==> config.mk <==
export PLATFORM = sky130hd
export DESIGN_NAME = ulm_uart_regs
export DESIGN_NICKNAME = d
export VERILOG_FILES = /design/src/ulm_rx_fifo.v /design/src/ulm_modem_status.v /design/src/ulm_uart_regs.v
export VERILOG_INCLUDE_DIRS = /design/src
export SDC_FILE = /design/constraint.sdc
export NUM_CORES = 1
export LEC_CHECK = 0
export ABC_AREA = 1
export BUFFER_PORTS_ARGS = -buffer_cell sky130_fd_sc_hd__buf_2
export CORE_ASPECT_RATIO = 1.25
export CORE_MARGIN = 2
export CORE_UTILIZATION = 45
export CTS_BUF_LIST = sky130_fd_sc_hd__clkbuf_16
export CTS_CLUSTER_DIAMETER = 120
export DETAILED_ROUTE_END_ITERATION = 16
export GPL_TIMING_DRIVEN = 0
export SLEW_MARGIN = 20
export SYNTH_ARGS = -nofsm -noshare
export SYNTH_HDL_FRONTEND = slang
export SYNTH_SLANG_ARGS = --single-unit
==> constraint.sdc <==
create_clock -name clk_i -period 5.6 [get_ports clk_i]
set_clock_uncertainty 0.05 [all_clocks]
set_input_delay 0.28 -clock clk_i [delete_from_list [all_inputs] [get_ports clk_i]]
set_output_delay 0.28 -clock clk_i [all_outputs]
set_load 0.05 [all_outputs]
==> src/ulm_consts.vh <==
// Constants for the per-channel UART register block: offsets, fields, resets.
// Assumes a 32-bit classic Wishbone slave, one register per aligned word.
`ifndef ULM_CONSTS_VH
`define ULM_CONSTS_VH

`define ULM_IDX_DIV_LO   4'h0
`define ULM_IDX_RXD      4'h0
`define ULM_IDX_DIV_HI   4'h1
`define ULM_IDX_LINE_CTL 4'h3
`define ULM_IDX_MDM_CTL  4'h4
`define ULM_IDX_LINE_ST  4'h5
`define ULM_IDX_MDM_ST   4'h6
`define ULM_IDX_SCR      4'h7
`define ULM_IDX_IST      4'h8
`define ULM_IDX_IMSK     4'h9

`define ULM_LC_DIV_ACC   7
`define ULM_LC_KEY       8'hbf
`define ULM_MC_DTR       0
`define ULM_MC_RTS       1
`define ULM_MC_LOOP      4
`define ULM_MC_HIDE      6

`define ULM_LS_DR        0
`define ULM_LS_OE        1
`define ULM_LS_PE        2
`define ULM_LS_FE        3
`define ULM_LS_BI        4

`define ULM_INT_DATA     0
`define ULM_INT_LINE     1
`define ULM_INT_MODEM    2

`define ULM_RST_DIV_LO   8'h01
`define ULM_RST_DIV_HI   8'h00
`define ULM_RST_SCR      8'hff
`define ULM_RST_LINE_CTL 8'h00
`define ULM_RST_MDM_CTL  8'h00
`define ULM_RST_INT      3'h0

`define ULM_FIFO_AW      6
`define ULM_FIFO_DW      11

`endif

==> src/ulm_rx_fifo.v <==
// Receive store: 64 entries of data byte plus break, framing, parity flags.
// Assumes the caller never pushes while full nor pops while empty.
`timescale 1ns/1ps
`include "ulm_consts.vh"
module ulm_rx_fifo (
	input  wire                      clk_i,
	input  wire                      rst_i,
	input  wire                      push_i,
	input  wire [`ULM_FIFO_DW-1:0]   data_i,
	input  wire                      pop_i,
	output wire [`ULM_FIFO_DW-1:0]   data_o,
	output wire                      empty_o,
	output wire                      full_o
);
	reg [`ULM_FIFO_DW-1:0] mem [0:(1<<`ULM_FIFO_AW)-1];
	reg [`ULM_FIFO_AW-1:0] wr_ptr_ff;
	reg [`ULM_FIFO_AW-1:0] rd_ptr_ff;
	reg [`ULM_FIFO_AW:0]   count_ff;
	wire do_push;
	wire do_pop;

	assign do_push = push_i & ~full_o;
	assign do_pop  = pop_i & ~empty_o;
	assign data_o  = mem[rd_ptr_ff];
	assign empty_o = (count_ff == 0);
	assign full_o  = count_ff[`ULM_FIFO_AW];

	// Flags stored beside each byte
	always @(posedge clk_i) begin
		if (do_push) begin
			mem[wr_ptr_ff] <= data_i;
		end
	end

	always @(posedge clk_i) begin
		if (rst_i) begin
			wr_ptr_ff <= {`ULM_FIFO_AW{1'b0}};
			rd_ptr_ff <= {`ULM_FIFO_AW{1'b0}};
			count_ff  <= {(`ULM_FIFO_AW+1){1'b0}};
		end else begin
			if (do_push) begin
				wr_ptr_ff <= wr_ptr_ff + 1'b1;
			end
			if (do_pop) begin
				rd_ptr_ff <= rd_ptr_ff + 1'b1;
			end
			if (do_push & ~do_pop) begin
				count_ff <= count_ff + 1'b1;
			end else if (do_pop & ~do_push) begin
				count_ff <= count_ff - 1'b1;
			end
		end
	end
endmodule // ulm_rx_fifo

==> src/ulm_modem_status.v <==
// Modem status byte: line levels in bits 7..4, sticky deltas in bits 3..0.
// Assumes modem inputs are synchronous to clk_i.
`timescale 1ns/1ps
`include "ulm_consts.vh"
module ulm_modem_status (
	input  wire       clk_i,
	input  wire       rst_i,
	input  wire       loop_i,
	input  wire [3:0] ctl_i,
	input  wire       cd_n_i,
	input  wire       ri_n_i,
	input  wire       dsr_n_i,
	input  wire       cts_n_i,
	input  wire       clr_i,
	output wire [7:0] status_o
);
	reg  [3:0] lvl_ff;
	wire [3:0] cur;
	wire [3:0] nxt_delta;
	reg  [3:0] delta_ff;

	// Order: CD, RI, DSR, CTS
	assign cur = loop_i ? {ctl_i[3], ctl_i[2], ctl_i[0], ctl_i[1]}
	                    : ~{cd_n_i, ri_n_i, dsr_n_i, cts_n_i};
	assign status_o = {lvl_ff, delta_ff};

	genvar i;
	generate
		for (i = 0; i < 4; i = i + 1) begin : g_delta
			wire edge_seen;
			if (i == 2) begin : g_ri
				// RI line rising means status bit falling
				assign edge_seen = lvl_ff[i] & ~cur[i];
			end else begin : g_any
				assign edge_seen = lvl_ff[i] ^ cur[i];
			end
			// Set wins over the read clear
			assign nxt_delta[i] = edge_seen | (delta_ff[i] & ~clr_i);
		end
	endgenerate

	always @(posedge clk_i) begin
		if (rst_i) begin
			lvl_ff   <= cur;
			delta_ff <= 4'h0;
		end else begin
			lvl_ff   <= cur;
			delta_ff <= nxt_delta;
		end
	end
endmodule // ulm_modem_status

==> src/ulm_uart_regs.v <==
// UART channel register block: divisor, line and modem status, scratch, irq.
// Assumes a classic Wishbone master and a receiver that delivers characters
// as one-cycle strobes with their error flags.
`timescale 1ns/1ps
`include "ulm_consts.vh"
module ulm_uart_regs (
	input  wire        clk_i,
	input  wire        rst_i,
	input  wire        soft_rst_i,
	input  wire        cyc_i,
	input  wire        stb_i,
	input  wire        we_i,
	input  wire [5:0]  adr_i,
	input  wire [3:0]  sel_i,
	input  wire [31:0] dat_i,
	output wire [31:0] dat_o,
	output wire        ack_o,
	input  wire        rx_valid_i,
	input  wire [7:0]  rx_data_i,
	input  wire        rx_brk_i,
	input  wire        rx_frm_i,
	input  wire        rx_par_i,
	input  wire        tx_serial_i,
	input  wire        rx_pin_i,
	output wire        rx_serial_o,
	output wire        tx_pin_o,
	input  wire        cd_n_i,
	input  wire        ri_n_i,
	input  wire        dsr_n_i,
	input  wire        cts_n_i,
	output wire        rts_n_o,
	output wire        dtr_n_o,
	output wire [15:0] divisor_o,
	output wire        irq_o
);
	// Bus registers
	reg  [7:0]  rd_byte_ff;
	reg         ack_ff;
	reg  [7:0]  nxt_rd_byte;

	// Software registers
	reg  [7:0]  div_lo_ff;
	reg  [7:0]  div_hi_ff;
	reg  [7:0]  line_ctl_ff;
	reg  [7:0]  mdm_ctl_ff;
	reg  [7:0]  scr_ff;
	reg  [2:0]  int_stat_ff;
	reg  [2:0]  int_mask_ff;
	reg  [7:0]  nxt_div_lo;
	reg  [7:0]  nxt_div_hi;
	reg  [7:0]  nxt_line_ctl;
	reg  [7:0]  nxt_mdm_ctl;
	reg  [7:0]  nxt_scr;
	reg  [2:0]  nxt_int_mask;
	wire [2:0]  nxt_int_stat;

	// Receive status
	reg         ovr_ff;
	wire        nxt_ovr;

	// Pin and output registers
	reg         rx_serial_ff;
	reg         tx_pin_ff;
	reg         rts_n_ff;
	reg         dtr_n_ff;
	reg         irq_ff;

	// Decode
	wire        req;
	wire        wr;
	wire        rd;
	wire [3:0]  idx;
	wire        loop;
	wire        dlab;
	wire        div_map;
	wire        low_map;
	wire        mdm_map;
	wire        any_rst;

	// Receive path
	wire [10:0] head;
	wire        rx_empty;
	wire        rx_full;
	wire        push;
	wire        pop;
	wire        ovr_set;
	wire        line_st_rd;
	wire        mdm_st_rd;
	wire        ist_rd;
	wire [7:0]  line_st;
	wire [7:0]  mdm_st;
	wire [2:0]  int_set;

	assign any_rst = rst_i | soft_rst_i;
	assign req     = cyc_i & stb_i & ~ack_ff;
	assign wr      = req & we_i & sel_i[0];
	assign rd      = req & ~we_i;
	assign idx     = adr_i[5:2];
	assign loop    = mdm_ctl_ff[`ULM_MC_LOOP];
	assign dlab    = line_ctl_ff[`ULM_LC_DIV_ACC];
	assign div_map = dlab & (line_ctl_ff != `ULM_LC_KEY);
	assign low_map = ~dlab;
	assign mdm_map = low_map & ~mdm_ctl_ff[`ULM_MC_HIDE];

	// Overrun drops the character instead of storing it
	assign push    = rx_valid_i & ~rx_full;
	assign ovr_set = rx_valid_i & rx_full;

	assign pop     = rd & (idx == `ULM_IDX_RXD) & low_map & ~rx_empty;
	assign line_st_rd = rd & (idx == `ULM_IDX_LINE_ST) & low_map;
	assign mdm_st_rd  = rd & (idx == `ULM_IDX_MDM_ST) & mdm_map;
	assign ist_rd  = rd & (idx == `ULM_IDX_IST);

	ulm_rx_fifo u_rx_fifo (
		.clk_i   (clk_i),
		.rst_i   (any_rst),
		.push_i  (push),
		.data_i  ({rx_brk_i, rx_frm_i, rx_par_i, rx_data_i}),
		.pop_i   (pop),
		.data_o  (head),
		.empty_o (rx_empty),
		.full_o  (rx_full)
	);

	ulm_modem_status u_modem (
		.clk_i   (clk_i),
		.rst_i   (any_rst),
		.loop_i  (loop),
		.ctl_i   (mdm_ctl_ff[3:0]),
		.cd_n_i  (cd_n_i),
		.ri_n_i  (ri_n_i),
		.dsr_n_i (dsr_n_i),
		.cts_n_i (cts_n_i),
		.clr_i   (mdm_st_rd),
		.status_o (mdm_st)
	);

	// Line status built from the head entry and the overrun flag
	assign line_st[7:5]          = 3'h0;
	assign line_st[`ULM_LS_BI] = head[10] & ~rx_empty;
	assign line_st[`ULM_LS_FE] = head[9] & ~rx_empty;
	assign line_st[`ULM_LS_PE] = head[8] & ~rx_empty;
	assign line_st[`ULM_LS_OE] = ovr_ff;
	assign line_st[`ULM_LS_DR] = ~rx_empty;

	// Overrun stays until line status is read; a new one wins
	assign nxt_ovr = ovr_set | (ovr_ff & ~line_st_rd);

	// Interrupt events
	assign int_set[`ULM_INT_DATA]  = ~rx_empty;
	assign int_set[`ULM_INT_LINE]  = ovr_set
		| (push & (rx_brk_i | rx_frm_i | rx_par_i));
	assign int_set[`ULM_INT_MODEM] = |mdm_st[3:0];
	assign nxt_int_stat = int_set | (int_stat_ff & ~{3{ist_rd}});

	// Read data select
	always @* begin
		nxt_rd_byte = 8'h00;
		if (idx == `ULM_IDX_DIV_LO && div_map) begin
			nxt_rd_byte = div_lo_ff;
		end else if (idx == `ULM_IDX_RXD && low_map) begin
			nxt_rd_byte = head[7:0] & {8{~rx_empty}};
		end else if (idx == `ULM_IDX_DIV_HI && div_map) begin
			nxt_rd_byte = div_hi_ff;
		end else if (idx == `ULM_IDX_LINE_CTL) begin
			nxt_rd_byte = line_ctl_ff;
		end else if (idx == `ULM_IDX_MDM_CTL) begin
			nxt_rd_byte = mdm_ctl_ff;
		end else if (idx == `ULM_IDX_LINE_ST && low_map) begin
			nxt_rd_byte = line_st;
		end else if (idx == `ULM_IDX_MDM_ST && mdm_map) begin
			nxt_rd_byte = mdm_st;
		end else if (idx == `ULM_IDX_SCR && mdm_map) begin
			nxt_rd_byte = scr_ff;
		end else if (idx == `ULM_IDX_IST) begin
			nxt_rd_byte = {5'h00, int_stat_ff};
		end else if (idx == `ULM_IDX_IMSK) begin
			nxt_rd_byte = {5'h00, int_mask_ff};
		end
	end

	// Register writes
	always @* begin
		nxt_div_lo   = div_lo_ff;
		nxt_div_hi   = div_hi_ff;
		nxt_line_ctl = line_ctl_ff;
		nxt_mdm_ctl  = mdm_ctl_ff;
		nxt_scr      = scr_ff;
		nxt_int_mask = int_mask_ff;
		if (wr) begin
			if (idx == `ULM_IDX_DIV_LO && div_map) begin
				nxt_div_lo = dat_i[7:0];
			end else if (idx == `ULM_IDX_DIV_HI && div_map) begin
				nxt_div_hi = dat_i[7:0];
			end else if (idx == `ULM_IDX_LINE_CTL) begin
				nxt_line_ctl = dat_i[7:0];
			end else if (idx == `ULM_IDX_MDM_CTL) begin
				nxt_mdm_ctl = dat_i[7:0];
			end else if (idx == `ULM_IDX_SCR && mdm_map) begin
				nxt_scr = dat_i[7:0];
			end else if (idx == `ULM_IDX_IMSK) begin
				nxt_int_mask = dat_i[2:0];
			end
		end
	end

	// Bus answer: one wait state, data and ack registered
	always @(posedge clk_i) begin
		if (rst_i) begin
			ack_ff     <= 1'b0;
			rd_byte_ff <= 8'h00;
		end else begin
			ack_ff <= req;
			if (rd) begin
				rd_byte_ff <= nxt_rd_byte;
			end
		end
	end

	// Divisor survives soft reset
	always @(posedge clk_i) begin
		if (rst_i) begin
			div_lo_ff <= `ULM_RST_DIV_LO;
			div_hi_ff <= `ULM_RST_DIV_HI;
		end else begin
			div_lo_ff <= nxt_div_lo;
			div_hi_ff <= nxt_div_hi;
		end
	end

	// Control, scratch and status registers
	always @(posedge clk_i) begin
		if (any_rst) begin
			line_ctl_ff <= `ULM_RST_LINE_CTL;
			mdm_ctl_ff  <= `ULM_RST_MDM_CTL;
			scr_ff      <= `ULM_RST_SCR;
			int_stat_ff <= `ULM_RST_INT;
			int_mask_ff <= `ULM_RST_INT;
			ovr_ff      <= 1'b0;
		end else begin
			line_ctl_ff <= nxt_line_ctl;
			mdm_ctl_ff  <= nxt_mdm_ctl;
			scr_ff      <= nxt_scr;
			int_stat_ff <= nxt_int_stat;
			int_mask_ff <= nxt_int_mask;
			ovr_ff      <= nxt_ovr;
		end
	end

	// Pins: loopback feeds transmit to receive, idles the line outputs
	always @(posedge clk_i) begin
		if (any_rst) begin
			rx_serial_ff <= 1'b1;
			tx_pin_ff    <= 1'b1;
			rts_n_ff     <= 1'b1;
			dtr_n_ff     <= 1'b1;
			irq_ff       <= 1'b0;
		end else begin
			rx_serial_ff <= loop ? tx_serial_i : rx_pin_i;
			tx_pin_ff    <= loop | tx_serial_i;
			rts_n_ff     <= loop | ~mdm_ctl_ff[`ULM_MC_RTS];
			dtr_n_ff     <= loop | ~mdm_ctl_ff[`ULM_MC_DTR];
			irq_ff       <= |(int_stat_ff & int_mask_ff);
		end
	end

	assign dat_o       = {24'h00_0000, rd_byte_ff};
	assign ack_o       = ack_ff;
	assign divisor_o   = {div_hi_ff, div_lo_ff};
	assign rx_serial_o = rx_serial_ff;
	assign tx_pin_o    = tx_pin_ff;
	assign rts_n_o     = rts_n_ff;
	assign dtr_n_o     = dtr_n_ff;
	assign irq_o       = irq_ff;
endmodule // ulm_uart_regs

==> metrics.yaml, run 1 <==
hold_path:
  hold_path_end: "u_rx_fifo.mem[0][4]$_DFFE_PP_"
  min_from: "rx_data_i[4]"
  worstHoldPathCells: 1
  min_path_type: "input port to register"
final_layout:
  final_util_pct: 52.9
  mostFrequentLayoutCell: "nand2_1"
  layout_common_cells: "nand2_1 (824), edfxtp_1 (704), nand3_1 (459)"
  final_cells: 4203
  n_fill_cell: 6210
  drive_above_1_share_pct: 13.7
  stdcell_area_sq_um: 38200
  nets: 3265
  syn_to_final_growth_pct: 16.0
worst_setup_path:
  crit_buf_inv: 1
  path_max_fanout: 9
  crit_top_cell: "o21ai_0"
  reg2regPathDepth: 16
  worstPathRequired_ns: 6.12
  cp-start-kind: "register"
  end_kind: "register"
  cp_slowest_cell: "nor4_2"
  worst_path_largest_cell_delay_ns: 0.53
  r2r-end: "u_rx_fifo.count_ff[6]$_SDFFE_PP0P_"
  crit_family: "simple AND/OR/NAND/NOR gates"
  path_cells: "nor2_1 -> nand3_1 -> nor4_2 -> nor2_2 -> nand2_2 -> ha_1 -> inv_1 -> ha_1 -> nand3_1 -> and2_1 -> o21ai_0 -> a21oi_1 -> o21ai_0 -> a21o_1 -> o21ai_0 -> a21oi_1"
  crit_type: "register to register"
  crit_cells: 16
  crit-reg2reg-launch: "u_rx_fifo.count_ff[0]$_SDFFE_PP0P_"
  rrSetupSlack_ns: 1.96
  crit_arrival_ns: 4.16
grt:
  grt_pass1_wl_um: 164000
  antenna_found_initial: 0
  grt_pass1_vias: 23500
  overflow: 0
  grt_max_degree: 66
  grt_usage_pct: 30.7
timing:
  fmax_ghz: 0.275
  fin_tns_setup_ns: 0
  period_minus_slack_ns: 3.64
  slew_headroom_pct: 32.5
  final_hold_viol_count: 0
  tightestPinTransition_ns: 1.01
  setup_viol: 0
  rsz0062_at_grt: "no"
  maxSlewViolCount: 0
  post-route-period-util_pct: 65.0
logic_synthesis:
  syn_area_per_cell_sq_um: 11.1
  synth.distinct_cells: 41
  ys_ff_latch: 798
  ys_warn_count: 0
  netlist_area_sq_um: 33000
  yosysSeqAreaShare_pct: 69.9
  synthCells: 2956
floorplan:
  core_area_sq_um: 72300
  dieHeight_um: 307
  ios: 120
  die_area_sq_um: 75400
  die_w_um: 246
  start_util_pct: 45.6
  rows: 110
detailed_routing:
  ant_nets: 0
  dr.pass1.iters: 6
  vias_per_cell: 5.85
  drc_errors: 0
  drt_iter0_markers: 3338
  wirelength_um: 116000
  routedWlPerCell_um: 27.5
  via_count: 24600
placement:
  placed_cells: 4045
  globalplace.congestion: 0.953
  hpwl_um: 80000
  port_buffers: 66
  dpl_cell_area_sq_um: 35500
clocking:
  clkLatencyLatePin_ns: 0.64
  clock_sinks: 798
  cts_made_buffers: 78
  cts-root-buf: "clkbuf_16"
  cts_resized: 0
  htreeDepth: 3
  clockBufferDepth: 3
  postCtsSetupBuffers: 0
  clkSlewWorstSetupHoldPaths_ns: 0.07
  cts_tree: "done"
run_status:
  status: "completed"
power:
  vdd_drop_max_mv: 0.206
  p_per_area_nw_per_um2: 317
  p_leak_nw: 14.0
job:
  maxCapViolCount: 0
-- registers in the layout, summed over array words and instances, names as in the netlist, 3 cells and up, named ones only --
| signal | cells |
|---|---|
| div_lo_ff | 8 |
| u_rx_fifo.wr_ptr_ff | 6 |
| line_ctl_ff | 8 |
| u_modem.lvl_ff | 4 |
| mdm_ctl_ff | 8 |
| int_mask_ff | 3 |
| scr_ff | 8 |
| u_rx_fifo.count_ff | 7 |
| int_stat_ff | 3 |
| rd_byte_ff | 8 |
| div_hi_ff | 8 |
| u_rx_fifo.rd_ptr_ff | 6 |
| u_rx_fifo.mem | 704 |
| u_modem.delta_ff | 4 |
-- layout make-up --
cell class	instances	area [sq um]	area share, %
Sequential cell	798	23000	60.2
Multi-Input combinational cell	1904	8780	23.0
Clock buffer	82	2050	5.37
Timing Repair Buffer	131	1220	3.19
Tap cell	952	1190	3.12
Buffer	191	1160	3.04
Clock inverter	58	469	1.23
Inverter	86	330	0.864
Antenna cell	1	2.50	0.00654
-- cells in the mapped netlist --
library cell,number,share of area [%]
a31oi_1,2,0.038
and2_1,1,0.019
fa_1,1,0.061
nand4_1,5,0.095
nor2_4,1,0.034
edfxtp_1,704,64
a21oi_2,5,0.13
nand2_1,824,9.4
nor3b_1,3,0.068
ha_1,8,0.30
buf_2,57,0.87
buf_6,20,0.68
buf_8,3,0.14
inv_8,1,0.034
nor2_2,1,0.019
nor3_1,6,0.091
nand2_2,1,0.019
a21oi_1,117,1.8
a211oi_1,3,0.068
nand3_1,459,7.0
inv_1,82,0.93
inv_2,2,0.023
a21o_1,1,0.023
xor2_1,3,0.080
o21ai_1,5,0.076
o211ai_1,19,0.43
buf_1,13,0.15
o41ai_1,1,0.027
nor2_1,228,2.6
nor4_1,3,0.057
clkinv_1,1,0.011
buf_4,51,1.2
o2111ai_1,3,0.080
clkbuf_1,47,0.54
o221ai_1,11,0.29
o31ai_1,30,0.68
or2_2,3,0.057
conb_1,1,0.011
dfxtp_1,94,5.7
o21ai_0,131,2.0
xnor2_1,5,0.13
-- worst max path at each step --
stage	startpoint	end	slack, ns
finish	u_rx_fifo.count_ff[0]$_SDFFE_PP0P_	u_rx_fifo.count_ff[6]$_SDFFE_PP0P_	1.96
global route	u_rx_fifo.count_ff[0]$_SDFFE_PP0P_	u_rx_fifo.count_ff[5]$_SDFFE_PP0P_	1.69
CTS	u_rx_fifo.count_ff[0]$_SDFFE_PP0P_	u_rx_fifo.count_ff[5]$_SDFFE_PP0P_	1.94
detailed placement	u_rx_fifo.count_ff[6]$_SDFFE_PP0P_	u_rx_fifo.count_ff[5]$_SDFFE_PP0P_	1.96
global placement	u_rx_fifo.count_ff[6]$_SDFFE_PP0P_	u_rx_fifo.count_ff[6]$_SDFFE_PP0P_	1.63
floorplan	u_rx_fifo.count_ff[0]$_SDFFE_PP0P_	u_rx_fifo.count_ff[6]$_SDFFE_PP0P_	2.76
-- metal layers --
layer | part of all wire, % | track usage, % | wire length, um | up-vias
met3 | 9.8 | 6.04 | 11400 | 326
met1 | 37 | 38.9 | 42700 | 12000
met4 | 6.8 | 18.3 | 7860 | 0
li1 | - | - | - | 10800
met5 | 0 | 0 | 0 | -
met2 | 46 | 48.8 | 53800 | 1464
-- timing repair --
action | in CTS | in global routing
setup endpoints to repair | 0 | 0
hold endpoints to repair | 37 | 0
hold buffers | 17 | 0
-- per-stage QoR --
stage / power [mW] / setup WS (ns) / hold slack [ns]
5_1_grt: 12.4 / 1.69 / 0.109
3_5_place_dp: 6.96 / 1.96 / 0.394
4_1_cts: 12.1 / 1.94 / 0.0810
6_report: 12.1 / 1.96 / 0.105
2_1_floorplan: 6.78 / 2.76 / 0.329
3_3_place_gp: 6.94 / 1.63 / 0.387
-- where the power goes --
group,internal (mW),switching (mW)
registers,6.48,0.0110
clock network,2.98,2.31
logic,0.0804,0.270
-- cell families after synthesis --
group | synth area share, %
DFF | 69.9
xor gates and xnor gates | 0.213
adders and majority gates | 0.364
AOI/OAI and AO/OA | 5.62
other | 0.0114
buffers and inverters | 4.53
and+or+nand+nor | 19.4
No activity file was read; power rests on OpenSTA's default activity.
==> inputs of run 2 (changes only) <==
==> constraint.sdc (replaced) <==
create_clock -name clk_i -period 3.05 [get_ports clk_i]
set_clock_uncertainty 0.05 [all_clocks]
set_input_delay 0.1525 -clock clk_i [delete_from_list [all_inputs] [get_ports clk_i]]
set_output_delay 0.1525 -clock clk_i [all_outputs]
set_load 0.05 [all_outputs]
==> metrics.yaml, run 2 (synthesized netlist as in run 1, its figures left out) <==
worst_setup_path:
  path_max_fanout: 19
  crit_top_cell: "nand2_1"
  cp-start-kind: "register"
  crit_arrival_ns: 3.44
  path_cells: "buf_2 -> inv_2 -> buf_2 -> clkbuf_2 -> o211ai_1 -> nand3_1 -> nand3_1 -> nand3_1 -> nand2_1 -> nand2_1 -> nand2_1 -> nand2_1 -> a21oi_2"
  crit_type: "register to register"
  worst_path_largest_cell_delay_ns: 0.60
  worstPathRequired_ns: 3.49
  end_kind: "register"
  cp_slowest_cell: "buf_2"
timing:
  fin_ws_ns: 0.0485
  setup_viol: 0
  fin_tns_setup_ns: 0
  post-route-period-util_pct: 98.4
  maxSlewViolCount: 0
  fmax_ghz: 0.333
  rsz0062_at_grt: "yes"
  slew_headroom_pct: 32.3
  tightestPinTransition_ns: 1.01
  period_minus_slack_ns: 3.00
  final_hold_viol_count: 0
grt:
  grt_usage_pct: 30.7
  grt_max_degree: 66
  overflow: 0
  grt_pass1_wl_um: 164000
  grt_pass1_vias: 23500
  antenna_found_initial: 0
floorplan:
  die_w_um: 246
  rows: 110
  dieHeight_um: 307
  core_area_sq_um: 72300
  ios: 120
  die_area_sq_um: 75400
  start_util_pct: 45.6
final_layout:
  final_cells: 4206
  regMostFlops: "u_rx_fifo.mem"
  syn_to_final_growth_pct: 16.4
  mostFrequentLayoutCell: "nand2_1"
  largest_reg_flops: 704
  drive_above_1_share_pct: 14.2
  layout_common_cells: "nand2_1 (824), edfxtp_1 (704), nand3_1 (459)"
  nets: 3268
power:
  p_leak_nw: 14.0
  p_per_area_nw_per_um2: 581
  vdd_drop_max_mv: 0.377
placement:
  port_buffers: 66
  globalplace.congestion: 0.953
  placed_cells: 4045
  hpwl_um: 80000
  post-place-ws_ns: -0.593
detailed_routing:
  drt_iter0_markers: 3249
  ant_nets: 0
  wirelength_um: 116000
  routedWlPerCell_um: 27.5
  drc_errors: 0
  dr.pass1.iters: 6
  via_count: 24700
  vias_per_cell: 5.87
clocking:
  clock_sinks: 798
  cts_made_buffers: 78
  clkLatencyLatePin_ns: 0.63
  clkSlewWorstSetupHoldPaths_ns: 0.06
  cts-root-buf: "clkbuf_16"
  cts_tree: "done"
  htreeDepth: 3
  clockBufferDepth: 3
job:
  maxCapViolCount: 0
run_status:
  status: "completed"
hold_path:
  min_path_type: "input port to register"
run 2: changes by cell type in the layout (fill, tap and decap cells not counted), sizes merged:
cell	before	now
dlygate4sd3	17	19
buf	258	259
run 2: report_power, final:
group | switching [mW] | leakage [nW] | internal (mW)
combinational | 0.502 | 5.64 | 0.163
sequential | 0.0216 | 7.09 | 11.9
clock | 4.22 | 1.30 | 5.47
total | 4.74 | 14.0 | 17.5
run 2: what timing repair did:
action,4_1_cts,5_1_grt
pin swaps,3,3
endpoints found under the hold margin,81,0
setup endpoints to repair,4,10
setup buffers,2,0
resized for setup,13,13
hold buffers,19,0
run 2: path summary, 6_finish.rpt:
path	from	to	slack, ns	depth (start not counted)
worst max-delay path	register	rd_byte_ff[1]$_SDFFE_PP0N_	0.05	13
worst min-delay path	rx_data_i[2]	u_rx_fifo.mem[2][2]$_DFFE_PP_	0.03	1
worst max register to register	register	rd_byte_ff[1]$_SDFFE_PP0N_	0.05	13
worst min register to register	scr_ff[2]$_SDFFE_PP1P_	scr_ff[2]$_SDFFE_PP1P_	0.41	2
run 2: worst max-delay path, delay by kind of cell (launching register included):
| kind | cells | cell delay (ns) |
|---|---|---|
| DFF | 1 | 0.29 |
| AOI/OAI and AO/OA | 2 | 0.25 |
| and+or+nand+nor | 7 | 0.79 |
| buffers and inverters | 4 | 1.46 |
run 2: through the flow:
stage	instance area, sq um	utilization [%]	power, mW	hold WS, ns
finish	38300	53.1	22.3	0.0290
global route	38300	53.1	22.8	0.0570
CTS	38300	53.0	22.3	0.0158
detailed placement	35500	49.2	12.8	0.326
global placement	34600	47.8	12.7	0.316
floorplan	33000	-	12.4	0.201
run 2: final cells by class:
type / count / area [sq um]
diodes: 1 / 2.50
flip-flops and latches: 798 / 23000
inverters: 86 / 330
plain buffers: 190 / 1160
clock inverters: 58 / 469
fillers: 6196 / 33900
clock buffers: 82 / 2050
repair buffers: 135 / 1260
well taps: 952 / 1190
multi-input cells: 1904 / 8860
run 2: metal layers:
| metal | GRT usage (%) | share of wire, % | vias up |
|---|---|---|---|
| li1 | - | - | 10800 |
| met4 | 18.4 | 7.0 | 0 |
| met1 | 38.9 | 37 | 12100 |
| met2 | 48.7 | 46 | 1455 |
| met3 | 6.08 | 9.9 | 339 |
| met5 | 0 | 0 | - |
